[src/tcv_consts.vh]
// Constants for the protective channel trip coincidence voter.
`ifndef TCV_CONSTS_VH
`define TCV_CONSTS_VH
// Default width of an analog sample.
`define TCV_W          16
// Default number of test switches.
`define TCV_TS         4
// Trip setpoints and the startup bypass level in analog sample units.
`define TCV_OVERPWR_SP 16'he000
`define TCV_TEMP_SP    16'hd000
`define TCV_PHI_SP     16'hf000
`define TCV_PLO_SP     16'h4000
`define TCV_STARTUP    16'h0800
// Flux to flow ratio, fraction in eight bits, and power ceiling.
`define TCV_RATIO      8'h8a
`define TCV_RATIO_SH   8
`define TCV_PMAX       16'hd800
// Imbalance dead band and slope, slope fraction in four bits.
`define TCV_IMB_KNEE   16'h1000
`define TCV_IMB_SLOPE  8'h18
`define TCV_IMB_SH     4
// Pressure-temperature comparator line.
`define TCV_PT_T0      16'h8000
`define TCV_PT_P0      16'h5000
`define TCV_PT_SLOPE   8'h02
// Power limits for reduced pump combinations.
`define TCV_LIM_P3     16'ha000
`define TCV_LIM_P2     16'h6000
`define TCV_LIM_LOW    16'h0000
// Bit positions of the function trip vector.
`define TCV_F_OVP      0
`define TCV_F_FLI      1
`define TCV_F_PMP      2
`define TCV_F_TMP      3
`define TCV_F_PT       4
`define TCV_F_PHI      5
`define TCV_F_PLO      6
`define TCV_F_TRB      7
`define TCV_F_FW       8
`define TCV_F_BLD      9
`define TCV_NF         10
// Service unit register indices and enable bits.
`define TCV_SA_EN      2'h0
`define TCV_SA_FT      2'h1
`define TCV_SA_AL      2'h2
`define TCV_SA_PC      2'h3
`define TCV_EN_TRB     0
`define TCV_EN_FW      1
`define TCV_EN_RST     2'h3
`endif

[src/tcv_voter.v]
// Trip decision and coincidence voting logic for one protective channel.
`timescale 1ns/100ps
`include "tcv_consts.vh"

module tcv_voter #(
    parameter W  = `TCV_W,
    parameter TS = `TCV_TS
) (
    input  wire              clk,
    input  wire              rstn,
    // Index 0 of each four-wide group is this channel's own signal.
    input  wire [4*W-1:0]    lin_flux,
    input  wire [3:0]        flux_bad,
    input  wire [4*W-1:0]    outlet_temp,
    input  wire [3:0]        temp_bad,
    input  wire [4*W-1:0]    cool_press,
    input  wire [3:0]        press_bad,
    input  wire [W-1:0]      flux_upper,
    input  wire [W-1:0]      flux_lower,
    input  wire [2*W-1:0]    loop_dp,
    input  wire [2:0]        link_ok,
    input  wire [2:0]        peer_trip,
    input  wire              turb_contact,
    input  wire [2:0]        turb_peer,
    input  wire [7:0]        fw_contacts,
    input  wire [3:0]        bldg_contacts,
    input  wire [3:0]        coolant_pump_run,
    input  wire [TS-1:0]     test_sw_off,
    input  wire              flux_psu_fail,
    input  wire              shutdown_bypass,
    input  wire              manual_bypass,
    input  wire              svc_wr,
    input  wire [1:0]        svc_addr,
    input  wire [15:0]       svc_wdata,
    output reg  [15:0]       svc_rdata_r,
    output reg  [15:0]       plant_computer_r,
    output reg  [`TCV_NF-1:0] func_trip_r,
    output reg               chan_trip_r,
    output reg               reactor_trip_r,
    output reg               trouble_r,
    output reg               on_test_r,
    output reg               psu_fail_r,
    output reg               sdb_init_r,
    output reg               mbp_init_r,
    output reg               turb_share_r,
    output reg  [2:0]        pump_cnt_r
);

    // Width of the bundle of external inputs that must be synchronised:
    // sixteen samples wide in all (three groups of four, two chambers and
    // two loops) plus the flag and contact bits and the test switches.
    // The concatenations below must agree with this count bit for bit.
    localparam NB = 16*W + 41 + TS;

    reg  [NB-1:0] sync1_r;
    reg  [NB-1:0] sync2_r;
    reg  [1:0]    en_r;
    wire [NB-1:0] raw;

    // Every input in raw passes two flip-flops; the first feeds only the second.
    // Reset clears both stages, so for two edges after release low readings
    // may show a short channel trip, which errs on the safe side.
    assign raw = {lin_flux, flux_bad, outlet_temp, temp_bad, cool_press,
                  press_bad, flux_upper, flux_lower, loop_dp, link_ok,
                  peer_trip, turb_contact, turb_peer, fw_contacts,
                  bldg_contacts, coolant_pump_run, test_sw_off,
                  flux_psu_fail, shutdown_bypass, manual_bypass};

    always @(posedge clk or negedge rstn) begin
        if (!rstn) begin
            sync1_r <= {NB{1'b0}};
            sync2_r <= {NB{1'b0}};
        end else begin
            sync1_r <= raw;
            sync2_r <= sync1_r;
        end
    end

    wire [4*W-1:0] s_flux;
    wire [3:0]     s_flux_bad;
    wire [4*W-1:0] s_temp;
    wire [3:0]     s_temp_bad;
    wire [4*W-1:0] s_press;
    wire [3:0]     s_press_bad;
    wire [W-1:0]   s_up;
    wire [W-1:0]   s_lo;
    wire [2*W-1:0] s_dp;
    wire [2:0]     s_link;
    wire [2:0]     s_ptrip;
    wire           s_turb;
    wire [2:0]     s_turb_peer;
    wire [7:0]     s_fw;
    wire [3:0]     s_bldg;
    wire [3:0]     s_pump;
    wire [TS-1:0]  s_test;
    wire           s_psu;
    wire           s_sdb;
    wire           s_mbp;

    assign {s_flux, s_flux_bad, s_temp, s_temp_bad, s_press, s_press_bad,
            s_up, s_lo, s_dp, s_link, s_ptrip, s_turb, s_turb_peer, s_fw,
            s_bldg, s_pump, s_test, s_psu, s_sdb, s_mbp} = sync2_r;

    // Own signal is hardwired; peer signals need their link alive.
    // A peer entry behind a dead link may hold stale or random data.
    wire [3:0] link4 = {s_link, 1'b1};

    // Second maximum (hi) or second minimum over valid entries. With one
    // valid entry it passes through; with none it returns the value that
    // trips, so a channel that has lost all inputs fails safe.
    function [W-1:0] sel2;
        input [4*W-1:0] v;
        input [3:0]     ok;
        input           hi;
        reg   [W-1:0]   a;
        reg   [W-1:0]   b;
        reg   [W-1:0]   x;
        reg   [2:0]     n;
        integer         i;
        begin
            a = {W{1'b1}};
            b = {W{1'b0}};
            n = 3'h0;
            for (i = 0; i < 4; i = i + 1) begin
                if (ok[i]) begin
                    x = hi ? v[i*W +: W] : ~v[i*W +: W];
                    if (n == 3'h0) begin
                        a = x;
                    end else if (x > a) begin
                        b = a;
                        a = x;
                    end else if (n == 3'h1 || x > b) begin
                        b = x;
                    end
                    n = n + 3'h1;
                end
            end
            sel2 = (n >= 3'h2) ? b : a;
            if (!hi) begin
                sel2 = ~sel2;
            end
        end
    endfunction

    // Two-of-four over valid contacts; lost entries drop out, so the
    // vote becomes two-of-three without further logic.
    function vote2;
        input [3:0] hit;
        input [3:0] ok;
        reg   [3:0] m;
        begin
            m = hit & ok;
            vote2 = (m[0] + m[1] + m[2] + m[3]) >= 2;
        end
    endfunction

    wire [W-1:0] flux2 = sel2(s_flux, ~s_flux_bad & link4, 1'b1);
    wire [W-1:0] temp2 = sel2(s_temp, ~s_temp_bad & link4, 1'b1);
    wire [W-1:0] pmax2 = sel2(s_press, ~s_press_bad & link4, 1'b1);
    wire [W-1:0] pmin2 = sel2(s_press, ~s_press_bad & link4, 1'b0);

    // Total flux and imbalance from the upper and lower chambers.
    // Total flux is formed for the record only; the setpoints compare
    // against the selected flux, which already sees both chambers.
    wire [W:0]   flux_tot = {1'b0, s_up} + {1'b0, s_lo};
    wire [W:0]   imb      = {1'b0, s_up} - {1'b0, s_lo};
    wire [W:0]   imb_abs  = imb[W] ? (~imb + 1'b1) : imb;

    // Total flow is the sum of both loops. The carry bit is kept so that
    // two loops near full scale cannot wrap round to a small flow.
    wire [W:0]   flow_tot = {1'b0, s_dp[W-1:0]} +
                            {1'b0, s_dp[2*W-1:W]};

    // Flow times ratio, clamped to the thermal power ceiling.
    wire [W+8:0] flow_x   = flow_tot * `TCV_RATIO;
    wire [W+8:0] base_w   = flow_x >> `TCV_RATIO_SH;
    wire [W-1:0] base     = (base_w > `TCV_PMAX) ? `TCV_PMAX
                                                 : base_w[W-1:0];

    // Imbalance beyond the dead band pulls the setpoint down; the floor at
    // zero means a large imbalance trips at any power.
    wire [W:0]   imb_ex   = (imb_abs > `TCV_IMB_KNEE) ?
                            imb_abs - `TCV_IMB_KNEE : {(W+1){1'b0}};
    wire [W+8:0] red_x    = imb_ex * `TCV_IMB_SLOPE;
    wire [W+8:0] red      = red_x >> `TCV_IMB_SH;
    wire [W-1:0] fi_sp    = ({9'h0, base} > red) ?
                            base - red[W-1:0] : {W{1'b0}};

    // Pump monitor: two pumps per loop, loop A in bits 1:0.
    wire [1:0]   cnt_a    = s_pump[0] + s_pump[1];
    wire [1:0]   cnt_b    = s_pump[2] + s_pump[3];
    wire [2:0]   pcnt     = cnt_a + cnt_b;
    reg  [W-1:0] pump_lim;

    // Allowed power per pump combination; two pumps in one loop trips.
    // A zero limit trips at any measurable flux, which is the safe answer
    // when too few pumps run or both running pumps share one loop.
    always @* begin
        case (pcnt)
            3'h4:    pump_lim = {W{1'b1}};
            3'h3:    pump_lim = `TCV_LIM_P3;
            3'h2:    pump_lim = (cnt_a == 2'h1) ? `TCV_LIM_P2 : `TCV_LIM_LOW;
            default: pump_lim = `TCV_LIM_LOW;
        endcase
    end

    // Pressure limit line rising with outlet temperature.
    wire [2*W-1:0] pt_x   = (temp2 > `TCV_PT_T0) ?
                            (temp2 - `TCV_PT_T0) * `TCV_PT_SLOPE : {2*W{1'b0}};
    wire [2*W-1:0] pt_lim = pt_x + `TCV_PT_P0;
    wire           pt_cmp = {{W{1'b0}}, pmin2} < pt_lim;

    // Contact voting; an open contact reads as one.
    wire [3:0]   turb4    = {s_turb_peer, s_turb};
    wire         fw_a     = vote2(s_fw[3:0], link4);
    wire         fw_b     = vote2(s_fw[7:4], link4);
    wire [3:0]   bm       = s_bldg & link4;
    wire [2:0]   b_open   = bm[0] + bm[1] + bm[2] + bm[3];
    wire         startup  = flux2 < `TCV_STARTUP;

    reg  [`TCV_NF-1:0] ft_nxt;

    // Function trips, all evaluated afresh each cycle.
    // Flux, temperature and pressure functions read selected values; the contact
    // trips vote raw linked entries, and chamber, flow and pump inputs are single readings.
    always @* begin
        ft_nxt = {`TCV_NF{1'b0}};
        ft_nxt[`TCV_F_OVP] = flux2 > `TCV_OVERPWR_SP;
        ft_nxt[`TCV_F_FLI] = flux2 > fi_sp;
        ft_nxt[`TCV_F_PMP] = flux2 > pump_lim;
        ft_nxt[`TCV_F_TMP] = temp2 > `TCV_TEMP_SP;
        ft_nxt[`TCV_F_PHI] = pmax2 > `TCV_PHI_SP;
        ft_nxt[`TCV_F_PLO] = pmin2 < `TCV_PLO_SP;
        ft_nxt[`TCV_F_PT]  = pt_cmp | ft_nxt[`TCV_F_TMP] |
                             ft_nxt[`TCV_F_PHI] | ft_nxt[`TCV_F_PLO];
        ft_nxt[`TCV_F_TRB] = en_r[`TCV_EN_TRB] & ~startup &
                             vote2(turb4, link4);
        ft_nxt[`TCV_F_FW]  = en_r[`TCV_EN_FW] & ~startup &
                             fw_a & fw_b;
        ft_nxt[`TCV_F_BLD] = b_open >= 3'h2;
    end

    // Own trip plus linked peer trips; a lost link drops that channel.
    // The own vote uses the registered channel trip, the same level the
    // siblings receive, at the cost of one more cycle of latency.
    wire       own_trip = |ft_nxt;
    wire [3:0] tv       = {s_ptrip & s_link, chan_trip_r};
    wire       vote_nxt = (tv[0] + tv[1] + tv[2] + tv[3]) >= 2;

    wire       test_nxt = |s_test;
    wire       trbl_nxt = (b_open == 3'h1);
    wire [5:0] al_nxt   = {mbp_init_r, sdb_init_r, psu_fail_r,
                           on_test_r, trouble_r, chan_trip_r};

    // Registered trip, vote and alarm outputs.
    always @(posedge clk or negedge rstn) begin
        if (!rstn) begin
            func_trip_r    <= {`TCV_NF{1'b0}};
            chan_trip_r    <= 1'b0;
            reactor_trip_r <= 1'b0;
            trouble_r      <= 1'b0;
            on_test_r      <= 1'b0;
            psu_fail_r     <= 1'b0;
            sdb_init_r     <= 1'b0;
            mbp_init_r     <= 1'b0;
            turb_share_r   <= 1'b0;
            pump_cnt_r     <= 3'h0;
        end else begin
            func_trip_r    <= ft_nxt;
            chan_trip_r    <= own_trip;
            reactor_trip_r <= vote_nxt;
            trouble_r      <= trbl_nxt;
            on_test_r      <= test_nxt;
            psu_fail_r     <= s_psu;
            sdb_init_r     <= s_sdb;
            mbp_init_r     <= s_mbp;
            turb_share_r   <= s_turb;
            pump_cnt_r     <= pcnt;
        end
    end

    // Plant computer gets a status word only; nothing comes back from it.
    // The word lags the trip flags by one cycle, the price of taking it
    // straight from a flip-flop.
    always @(posedge clk or negedge rstn) begin
        if (!rstn) begin
            plant_computer_r <= 16'h0000;
        end else begin
            plant_computer_r <= {al_nxt, func_trip_r};
        end
    end

    // Service unit: writes trip enables, reads status back.
    // Both enables reset to one, so the trips are armed from power-up
    // even if the service unit never writes.
    always @(posedge clk or negedge rstn) begin
        if (!rstn) begin
            en_r <= `TCV_EN_RST;
        end else if (svc_wr && svc_addr == `TCV_SA_EN) begin
            en_r <= svc_wdata[1:0];
        end
    end

    // Read data follows the address one cycle later.
    // The service unit runs on this clock, so its address needs no
    // synchroniser.
    always @(posedge clk or negedge rstn) begin
        if (!rstn) begin
            svc_rdata_r <= 16'h0000;
        end else begin
            case (svc_addr)
                `TCV_SA_EN: svc_rdata_r <= {14'h0, en_r};
                `TCV_SA_FT: svc_rdata_r <= {6'h0, func_trip_r};
                `TCV_SA_AL: svc_rdata_r <= {7'h0, pump_cnt_r, al_nxt};
                default:    svc_rdata_r <= flux2[W-1:W-16];
            endcase
        end
    end

endmodule // tcv_voter

[config.mk]
export PLATFORM = sky130hd
export DESIGN_NAME = tcv_voter
export DESIGN_NICKNAME = d
export VERILOG_FILES = /design/src/tcv_voter.v
export VERILOG_INCLUDE_DIRS = /design/src
export SDC_FILE = /design/constraint.sdc
export NUM_CORES = 2
export LEC_CHECK = 0
export ABC_CLOCK_PERIOD_IN_PS = 9960
export BUFFER_PORTS_ARGS = -buffer_cell sky130_fd_sc_hd__buf_2
export CORE_MARGIN = 5
export CORE_UTILIZATION = 53
export CTS_CLUSTER_SIZE = 25
export DETAILED_ROUTE_END_ITERATION = 6
export GPL_TIMING_DRIVEN = 0
export PLACE_DENSITY_LB_ADDON = 0.25
export SKIP_CTS_REPAIR_TIMING = 1
export SKIP_LAST_GASP = 1
export SYNTH_ARGS = -nofsm -noshare
export SYNTH_HDL_FRONTEND = slang
export SYNTH_SLANG_ARGS = --single-unit
[constraint.sdc]
create_clock -name clk -period 9.96 [get_ports clk]
set_input_delay 0.996 -clock clk [delete_from_list [all_inputs] [get_ports clk]]
set_output_delay 0.996 -clock clk [all_outputs]
set_load 0.02 [all_outputs]
Word-level counts from Yosys, hierarchy flattened --
Index checks and enable logic that the tools add are counted.
Word-level totals: logic and storage cells 274, bits of input ports 322, output and inout port bits 53, bits in registers 657
Cells by class: mux-type cells 112, bitwise logic cells 26, reductions and logical operators 25, order comparisons 44, equality and inequality tests 16, multipliers 2, add/subtract/negate cells 34
Operators by type and width (number):
- $mux W16 | 94
- $gt A16 B16 Y1 | 22
- $pmux W16 S3 | 2
- $not A16 Y16 | 5
- $gt A16 B1 Y1 const B | 4
- $gt A16 B16 Y1 const B | 4
- $mux W17 | 2
- $add A32 B15 Y32 const B | 1
- $lt A16 B32 Y1 | 1
- $mux W32 | 1
- $eq A3 B1 Y1 const B | 10
- $and A4 B4 Y4 | 7
- $add A3 B1 Y3 const B | 9
- $logic_not A3 Y1 | 9
- $mux W3 | 9
- $mul A17 B7 Y24 const B | 1
- $mul A17 B2 Y19 const B | 1
- $gt A16 B18 Y1 | 1
- $add A16 B16 Y17 | 1
- $add A17 B1 Y17 const B | 1
- $gt A17 B13 Y1 const B | 1
- $gt A17 B16 Y1 const B | 1
- $not A17 Y17 | 1
- $sub A16 B16 Y17 | 1
- other kinds (28) | 70

Depth between registers and ports, before layout --
depth after elaboration 30, mapped depth 59, mapped depth without buffers 59

Worst setup path before layout --
No wires, ideal clock.
path kind register -> register, start register sync2_r[34], end register chan_trip_r, stages on the path, launching flop included 58, setup slack -798 ps, data required time 9822 ps, clock period less this slack 10758 ps, arrival time 10620 ps, buffers on the path 0, library setup time 138 ps, cells stage by stage dfrtp_1 -> ha_1 -> a21o_1 -> a21oi_1 -> o21bai_1 -> a21oi_1 -> o21bai_1 -> a21oi_1 -> o21bai_1 -> a21oi_1 -> o21ai_0 -> a21o_1 -> a21oi_1 -> xnor2_1 -> ha_1 -> ha_1 -> inv_1 -> fa_1 -> (+22 left out) -> mux2i_1 -> nand2b_1 -> o221ai_4 -> nand2_1 -> ha_1 -> nor2b_1 -> o21a_1 -> o21a_1 -> o21ai_0 -> nand2b_1 -> a21oi_1 -> o21ai_0 -> a221o_1 -> a21oi_1 -> a41oi_1 -> nor3_1 -> nor3b_1 -> nand4bb_1
Between the ends: word-level cells in the longest chain between the ends 8, elaborated cells on any way between the ends 9, classes of those cells add/sub (2); mul (1); order compare (3); mux (2); reduce/logical (1)
RTL lines:
- from (decl) | RTL line tcv_voter.v:56 | reg [NB-1:0] sync2_r;
- from (signal assigned) | RTL line tcv_voter.v:72 | sync2_r <= {NB{1'b0}};
- from (signal assigned) | RTL line tcv_voter.v:75 | sync2_r <= sync1_r;
- $add A16 B16 Y17 (*) | RTL line tcv_voter.v:171 | wire [W:0] flow_tot = {1'b0, s_dp[W-1:0]} +
- $mul A17 B7 Y24 (no line) (*)
- $gt A17 B16 Y1 (no line)
- $mux W16 (*) | RTL line tcv_voter.v:177 | wire [W-1:0] base = (base_w > `TCV_PMAX) ? `TCV_PMAX
- $sub A16 B16 Y16 or $gt A16 B18 Y1 (tied branches) | RTL line tcv_voter.v:187, tcv_voter.v:186
- $mux W16 (*) | RTL line tcv_voter.v:186 | wire [W-1:0] fi_sp = ({9'h0, base} > red) ?
- $gt A16 B16 Y1 (*) | RTL line tcv_voter.v:229 | ft_nxt[`TCV_F_FLI] = flux2 > fi_sp;
- net ft_nxt[1] | RTL line tcv_voter.v:221 | reg [`TCV_NF-1:0] ft_nxt;
- $reduce_or A10 Y1 (*) | RTL line tcv_voter.v:246 | wire own_trip = |ft_nxt;
- net own_trip | RTL line tcv_voter.v:246
- to (signal assigned) | RTL line tcv_voter.v:270 | chan_trip_r <= own_trip;
- to (decl) | RTL line tcv_voter.v:38 | output reg chan_trip_r,
The timed path passes the listed nets; every way through them passes the cells marked *. A chain may end at the register's enable or synchronous reset.

Final worst setup path --
start register sync2_r[165], end register func_trip_r[4]
Between the ends: word-level cells in the longest chain between the ends 29, elaborated cells on any way between the ends 56, classes of those cells add/sub (5); order compare (9); eq/ne (3); mux (28); bitwise (5); reduce/logical (6)
RTL lines:
- $not A4 Y4 (*) | RTL line tcv_voter.v:158 | wire [W-1:0] temp2 = sel2(s_temp, ~s_temp_bad & link4, 1'b1);
- $and A4 B4 Y4 (*) | RTL line tcv_voter.v:158
- branches (longest 19 deep; another with $gt A16 B16 Y1)
- $mux W16 (*) | RTL line tcv_voter.v:138 | sel2 = (n >= 3'h2) ? b : a;
- $sub A16 B16 Y17 (no line) or $gt A16 B16 Y1 (tied branches)
- $mux W32 | RTL line tcv_voter.v:208 | wire [2*W-1:0] pt_x = (temp2 > `TCV_PT_T0) ?
- $add A32 B15 Y32 (no line)
- $lt A16 B32 Y1 | RTL line tcv_voter.v:211 | wire pt_cmp = {{W{1'b0}}, pmin2} < pt_lim;
- $or A1 B1 Y1 (*) (3 in a row) | RTL line tcv_voter.v:234 | ft_nxt[`TCV_F_PT] = pt_cmp | ft_nxt[`TCV_F_TMP] |
- net ft_nxt[4] | RTL line tcv_voter.v:221
- to (signal assigned) | RTL line tcv_voter.v:258 | func_trip_r <= {`TCV_NF{1'b0}};
- to (signal assigned) | RTL line tcv_voter.v:269 | func_trip_r <= ft_nxt;
- to (decl) | RTL line tcv_voter.v:37 | output reg [`TCV_NF-1:0] func_trip_r,
Mark *: on every way through the listed nets, which the timed path passes.

==> flow_results.xml <==
<?xml version="1.0" encoding="UTF-8"?>
<metrics>
  <group name="run_status">
    <metric name="run_status" unit="">complete, but fails checks</metric>
    <metric name="violations" unit="">DRC, setup timing</metric>
  </group>
  <group name="floorplan">
    <metric name="die_area" unit="um2">78000</metric>
    <metric name="die-height" unit="um">279</metric>
    <metric name="core.rowCount" unit="">98</metric>
    <metric name="ios" unit="">375</metric>
    <metric name="die_width" unit="um">279</metric>
    <metric name="effective_utilization_at_floorplan" unit="">0.536</metric>
    <metric name="core" unit="um2">71700</metric>
  </group>
  <group name="finish">
    <metric name="final_core_utilization" unit="">0.641</metric>
    <metric name="fillCellCount" unit="">5826</metric>
    <metric name="final_common_cell" unit="">dfrtp_1</metric>
    <metric name="finish.instance_area" unit="um2">46000</metric>
    <metric name="layout-area-overhead-vs-synth" unit="%">19.7</metric>
    <metric name="nets" unit="">5146</metric>
    <metric name="layout.cells.most_common_list" unit="">dfrtp_1, ha_1, buf_2, nor2_1, inv_1</metric>
    <metric name="fraction_of_layout_cells_with_a_size_suffix_above_1" unit="">0.208</metric>
  </group>
  <group name="clocking">
    <metric name="cts_root_buf" unit="">clkbuf_16</metric>
    <metric name="clk_latency" unit="ns">0.66</metric>
    <metric name="clock_path_buffers" unit="">3</metric>
    <metric name="clock_sinks" unit="">657</metric>
    <metric name="clk_pin_slew" unit="ns">0.06</metric>
    <metric name="htree_levels" unit="">2</metric>
    <metric name="clock_tree_from_tritoncts" unit="">done</metric>
    <metric name="number_of_buffers_added_by_the_clock_tree_synthesis_step" unit="">61</metric>
  </group>
  <group name="grt">
    <metric name="grt_first_pass_wirelength" unit="mm">171</metric>
    <metric name="grt_start_max_net_pins" unit="">131</metric>
    <metric name="grt_pass1_vias" unit="">30417</metric>
    <metric name="grt_util_all_layers" unit="">0.275</metric>
    <metric name="grt_remaining_overflow" unit="">0</metric>
    <metric name="grt_antenna_before_repair" unit="">13</metric>
  </group>
  <group name="sta">
    <metric name="max_slew_margin_vs_limit" unit="">0.190</metric>
    <metric name="clock.fmax" unit="GHz">0.0950</metric>
    <metric name="finalCriticalPeriod" unit="ns">10.53</metric>
    <metric name="period_share" unit="">1.06</metric>
    <metric name="tightest_slew" unit="ns">1.21</metric>
    <metric name="setup_viol" unit="">3</metric>
    <metric name="finalHoldViolations" unit="">0</metric>
    <metric name="timing.final.max_slew_violations" unit="">0</metric>
    <metric name="rsz_0062_raised_after_global_routing" unit="">true</metric>
    <metric name="final_setup_margin" unit="ns">-0.569</metric>
    <metric name="worst_clock_skew" unit="ns">0.0448</metric>
    <metric name="timing.setup.tns" unit="ns">-1.27</metric>
    <metric name="worst_hold_slack" unit="ns">0.308</metric>
  </group>
  <group name="power">
    <metric name="totalPowerFinal" unit="mW">11.7</metric>
    <metric name="power_per_cell_area" unit="nW/um2">253</metric>
    <metric name="power.static_leakage" unit="nW">21.4</metric>
    <metric name="irDropWorstVdd" unit="mV">0.379</metric>
  </group>
  <group name="critical_path">
    <metric name="path_max_fanout" unit="">10</metric>
    <metric name="critical_path_required" unit="ns">10.50</metric>
    <metric name="cp-start-kind" unit="">flip-flop</metric>
    <metric name="timing.critical_path.arrival" unit="ns">11.07</metric>
    <metric name="critical-path-top-cell-by-count" unit="">ha_1</metric>
    <metric name="critical_path.endpoint_type" unit="">flip-flop</metric>
    <metric name="cpMaxStageDelayCell" unit="">a221oi_1</metric>
    <metric name="timing.setup.critical_path_class" unit="">flip-flop to flip-flop</metric>
    <metric name="worst_path_max_stage_delay" unit="ns">0.71</metric>
  </group>
  <group name="logic_synthesis">
    <metric name="synth-seq-area-share" unit="">0.428</metric>
    <metric name="synth.lib_cells_used.distinct" unit="">105</metric>
    <metric name="async_flop_share" unit="">1.00</metric>
    <metric name="synth-main-ff-cell" unit="">dfrtp_1</metric>
    <metric name="synth_edf_count" unit="">0</metric>
    <metric name="synthesis.area_per_instance" unit="um2">10.2</metric>
    <metric name="ys_ff_latch" unit="">657</metric>
    <metric name="synth_warnings" unit="">0</metric>
    <metric name="post_syn_instances" unit="">3768</metric>
    <metric name="netlist_area" unit="um2">38400</metric>
  </group>
  <group name="placed_design">
    <metric name="post_dp_cell_area" unit="um2">41700</metric>
    <metric name="gp_congestion" unit="">1.03</metric>
    <metric name="placement.io_buffers" unit="">359</metric>
    <metric name="place_hpwl" unit="mm">87.9</metric>
  </group>
  <group name="min_path">
    <metric name="holdCritPathClass" unit="">flip-flop to flip-flop</metric>
  </group>
  <group name="routing">
    <metric name="firstDrtPassIters" unit="">7</metric>
    <metric name="routed_via_density" unit="">6.03</metric>
    <metric name="routed_wire_length" unit="mm">113</metric>
    <metric name="drc" unit="">1</metric>
    <metric name="antenna_violating_nets_post_route" unit="">0</metric>
    <metric name="drt_iter0_markers" unit="">3026</metric>
    <metric name="dr_total_vias" unit="">31956</metric>
    <metric name="routed_wire_length_per_instance" unit="um">21.3</metric>
  </group>
  <group name="flow_run">
    <metric name="maxCapViolCount" unit="">0</metric>
  </group>
</metrics>
[Yosys cell counts, drive strengths merged (53+ instances only)]
master  number  area (um2)
dfrtp      655       16400
ha         511        6390
nor2       278        1050
inv        249         935
a21oi      242        1210
nand2      226         853
o21ai      156         781
nand3       93         470
nor2b       84         526
nor3        83         415
clkbuf      78         294
nand4       67         419
a21o        58         435
xnor2       53         464
[state kept, by name (all words and copies together), names as in the netlist, 2 cells and up]
register / cells
func_trip_r: 10
en_r: 2
plant_computer_r: 16
svc_rdata_r: 16
pump_cnt_r: 3
sync2_r: 301
sync1_r: 301
[per-layer routing]
| layer | up-vias | share of wire | global-route usage |
|---|---|---|---|
| met2 | 1336 | 0.47 | 0.451 |
| li1 | 14913 | - | - |
| met1 | 15479 | 0.42 | 0.387 |
| met3 | 220 | 0.086 | 0.0460 |
| met5 | - | 0.00032 | 0 |
| met4 | 8 | 0.027 | 0.0654 |
[per-stage QoR]
step	setup slack [ns]	std cells
2_1_floorplan	-0.0186	3773
3_3_place_gp	-4.97	5082
3_5_place_dp	-3.13	5087
4_1_cts	-3.15	5201
5_1_grt	-1.10	5295
6_report	-0.569	5300
[where the power goes]
group | internal, mW | switching [mW]
clock | 1.42 | 1.01
sequential | 2.83 | 0.127
combinational | 2.83 | 3.44
total | 7.08 | 4.58
[cell type report]
cell class,count,area (um2),area share
Timing Repair Buffer,463,2700,0.0587
Sequential cell,657,16400,0.358
Antenna cell,5,12.5,0.000272
Clock buffer,88,1810,0.0393
Multi-Input combinational cell,2770,22000,0.479
Buffer,91,507,0.0110
Inverter,250,938,0.0204
Tap cell,950,1190,0.0258
Clock inverter,26,348,0.00756
[critical path, delay by kind of cell (launching register included)]
family                   cells  cell delay [ns]
buffers and inverters        6             1.15
XOR/XNOR                     1             0.08
adder cells (fa/ha/maj)      5             1.37
flip-flops                   1             0.38
AND/OR/NAND/NOR             16             4.12
AO/OA/AOI/OAI               12             3.27
[path summary, 6_finish.rpt]
| check | start | to | slack, ns | depth (start not counted) |
|---|---|---|---|---|
| max | sync2_r[165] | func_trip_r[4] | -0.57 | 40 |
| min | sync1_r[29] | sync2_r[29] | 0.31 | 0 |
| max reg2reg | sync2_r[165] | func_trip_r[4] | -0.57 | 40 |
| min reg2reg | sync1_r[29] | sync2_r[29] | 0.31 | 0 |
| max in group asynchronous | rstn | sync1_r[203] | 7.54 | 4 |
| min in group asynchronous | rstn | sync1_r[278] | 0.36 | 1 |
[logic make-up (layout without fill, tap and decap cells)]
| family | Yosys count | in the layout | synth area share |
|---|---|---|---|
| AND/OR/NAND/NOR | 1085 | 1086 | 0.142 |
| AO/OA/AOI/OAI | 963 | 963 | 0.171 |
| flip-flops | 657 | 657 | 0.428 |
| adder cells (fa/ha/maj) | 530 | 530 | 0.176 |
| buffers and inverters | 347 | 918 | 0.0346 |
| multiplexers | 96 | 96 | 0.0274 |
| XOR/XNOR | 88 | 88 | 0.0201 |
| other | 2 | 12 | 0.000195 |
Note: power is estimated with default switching activity, not from simulation.
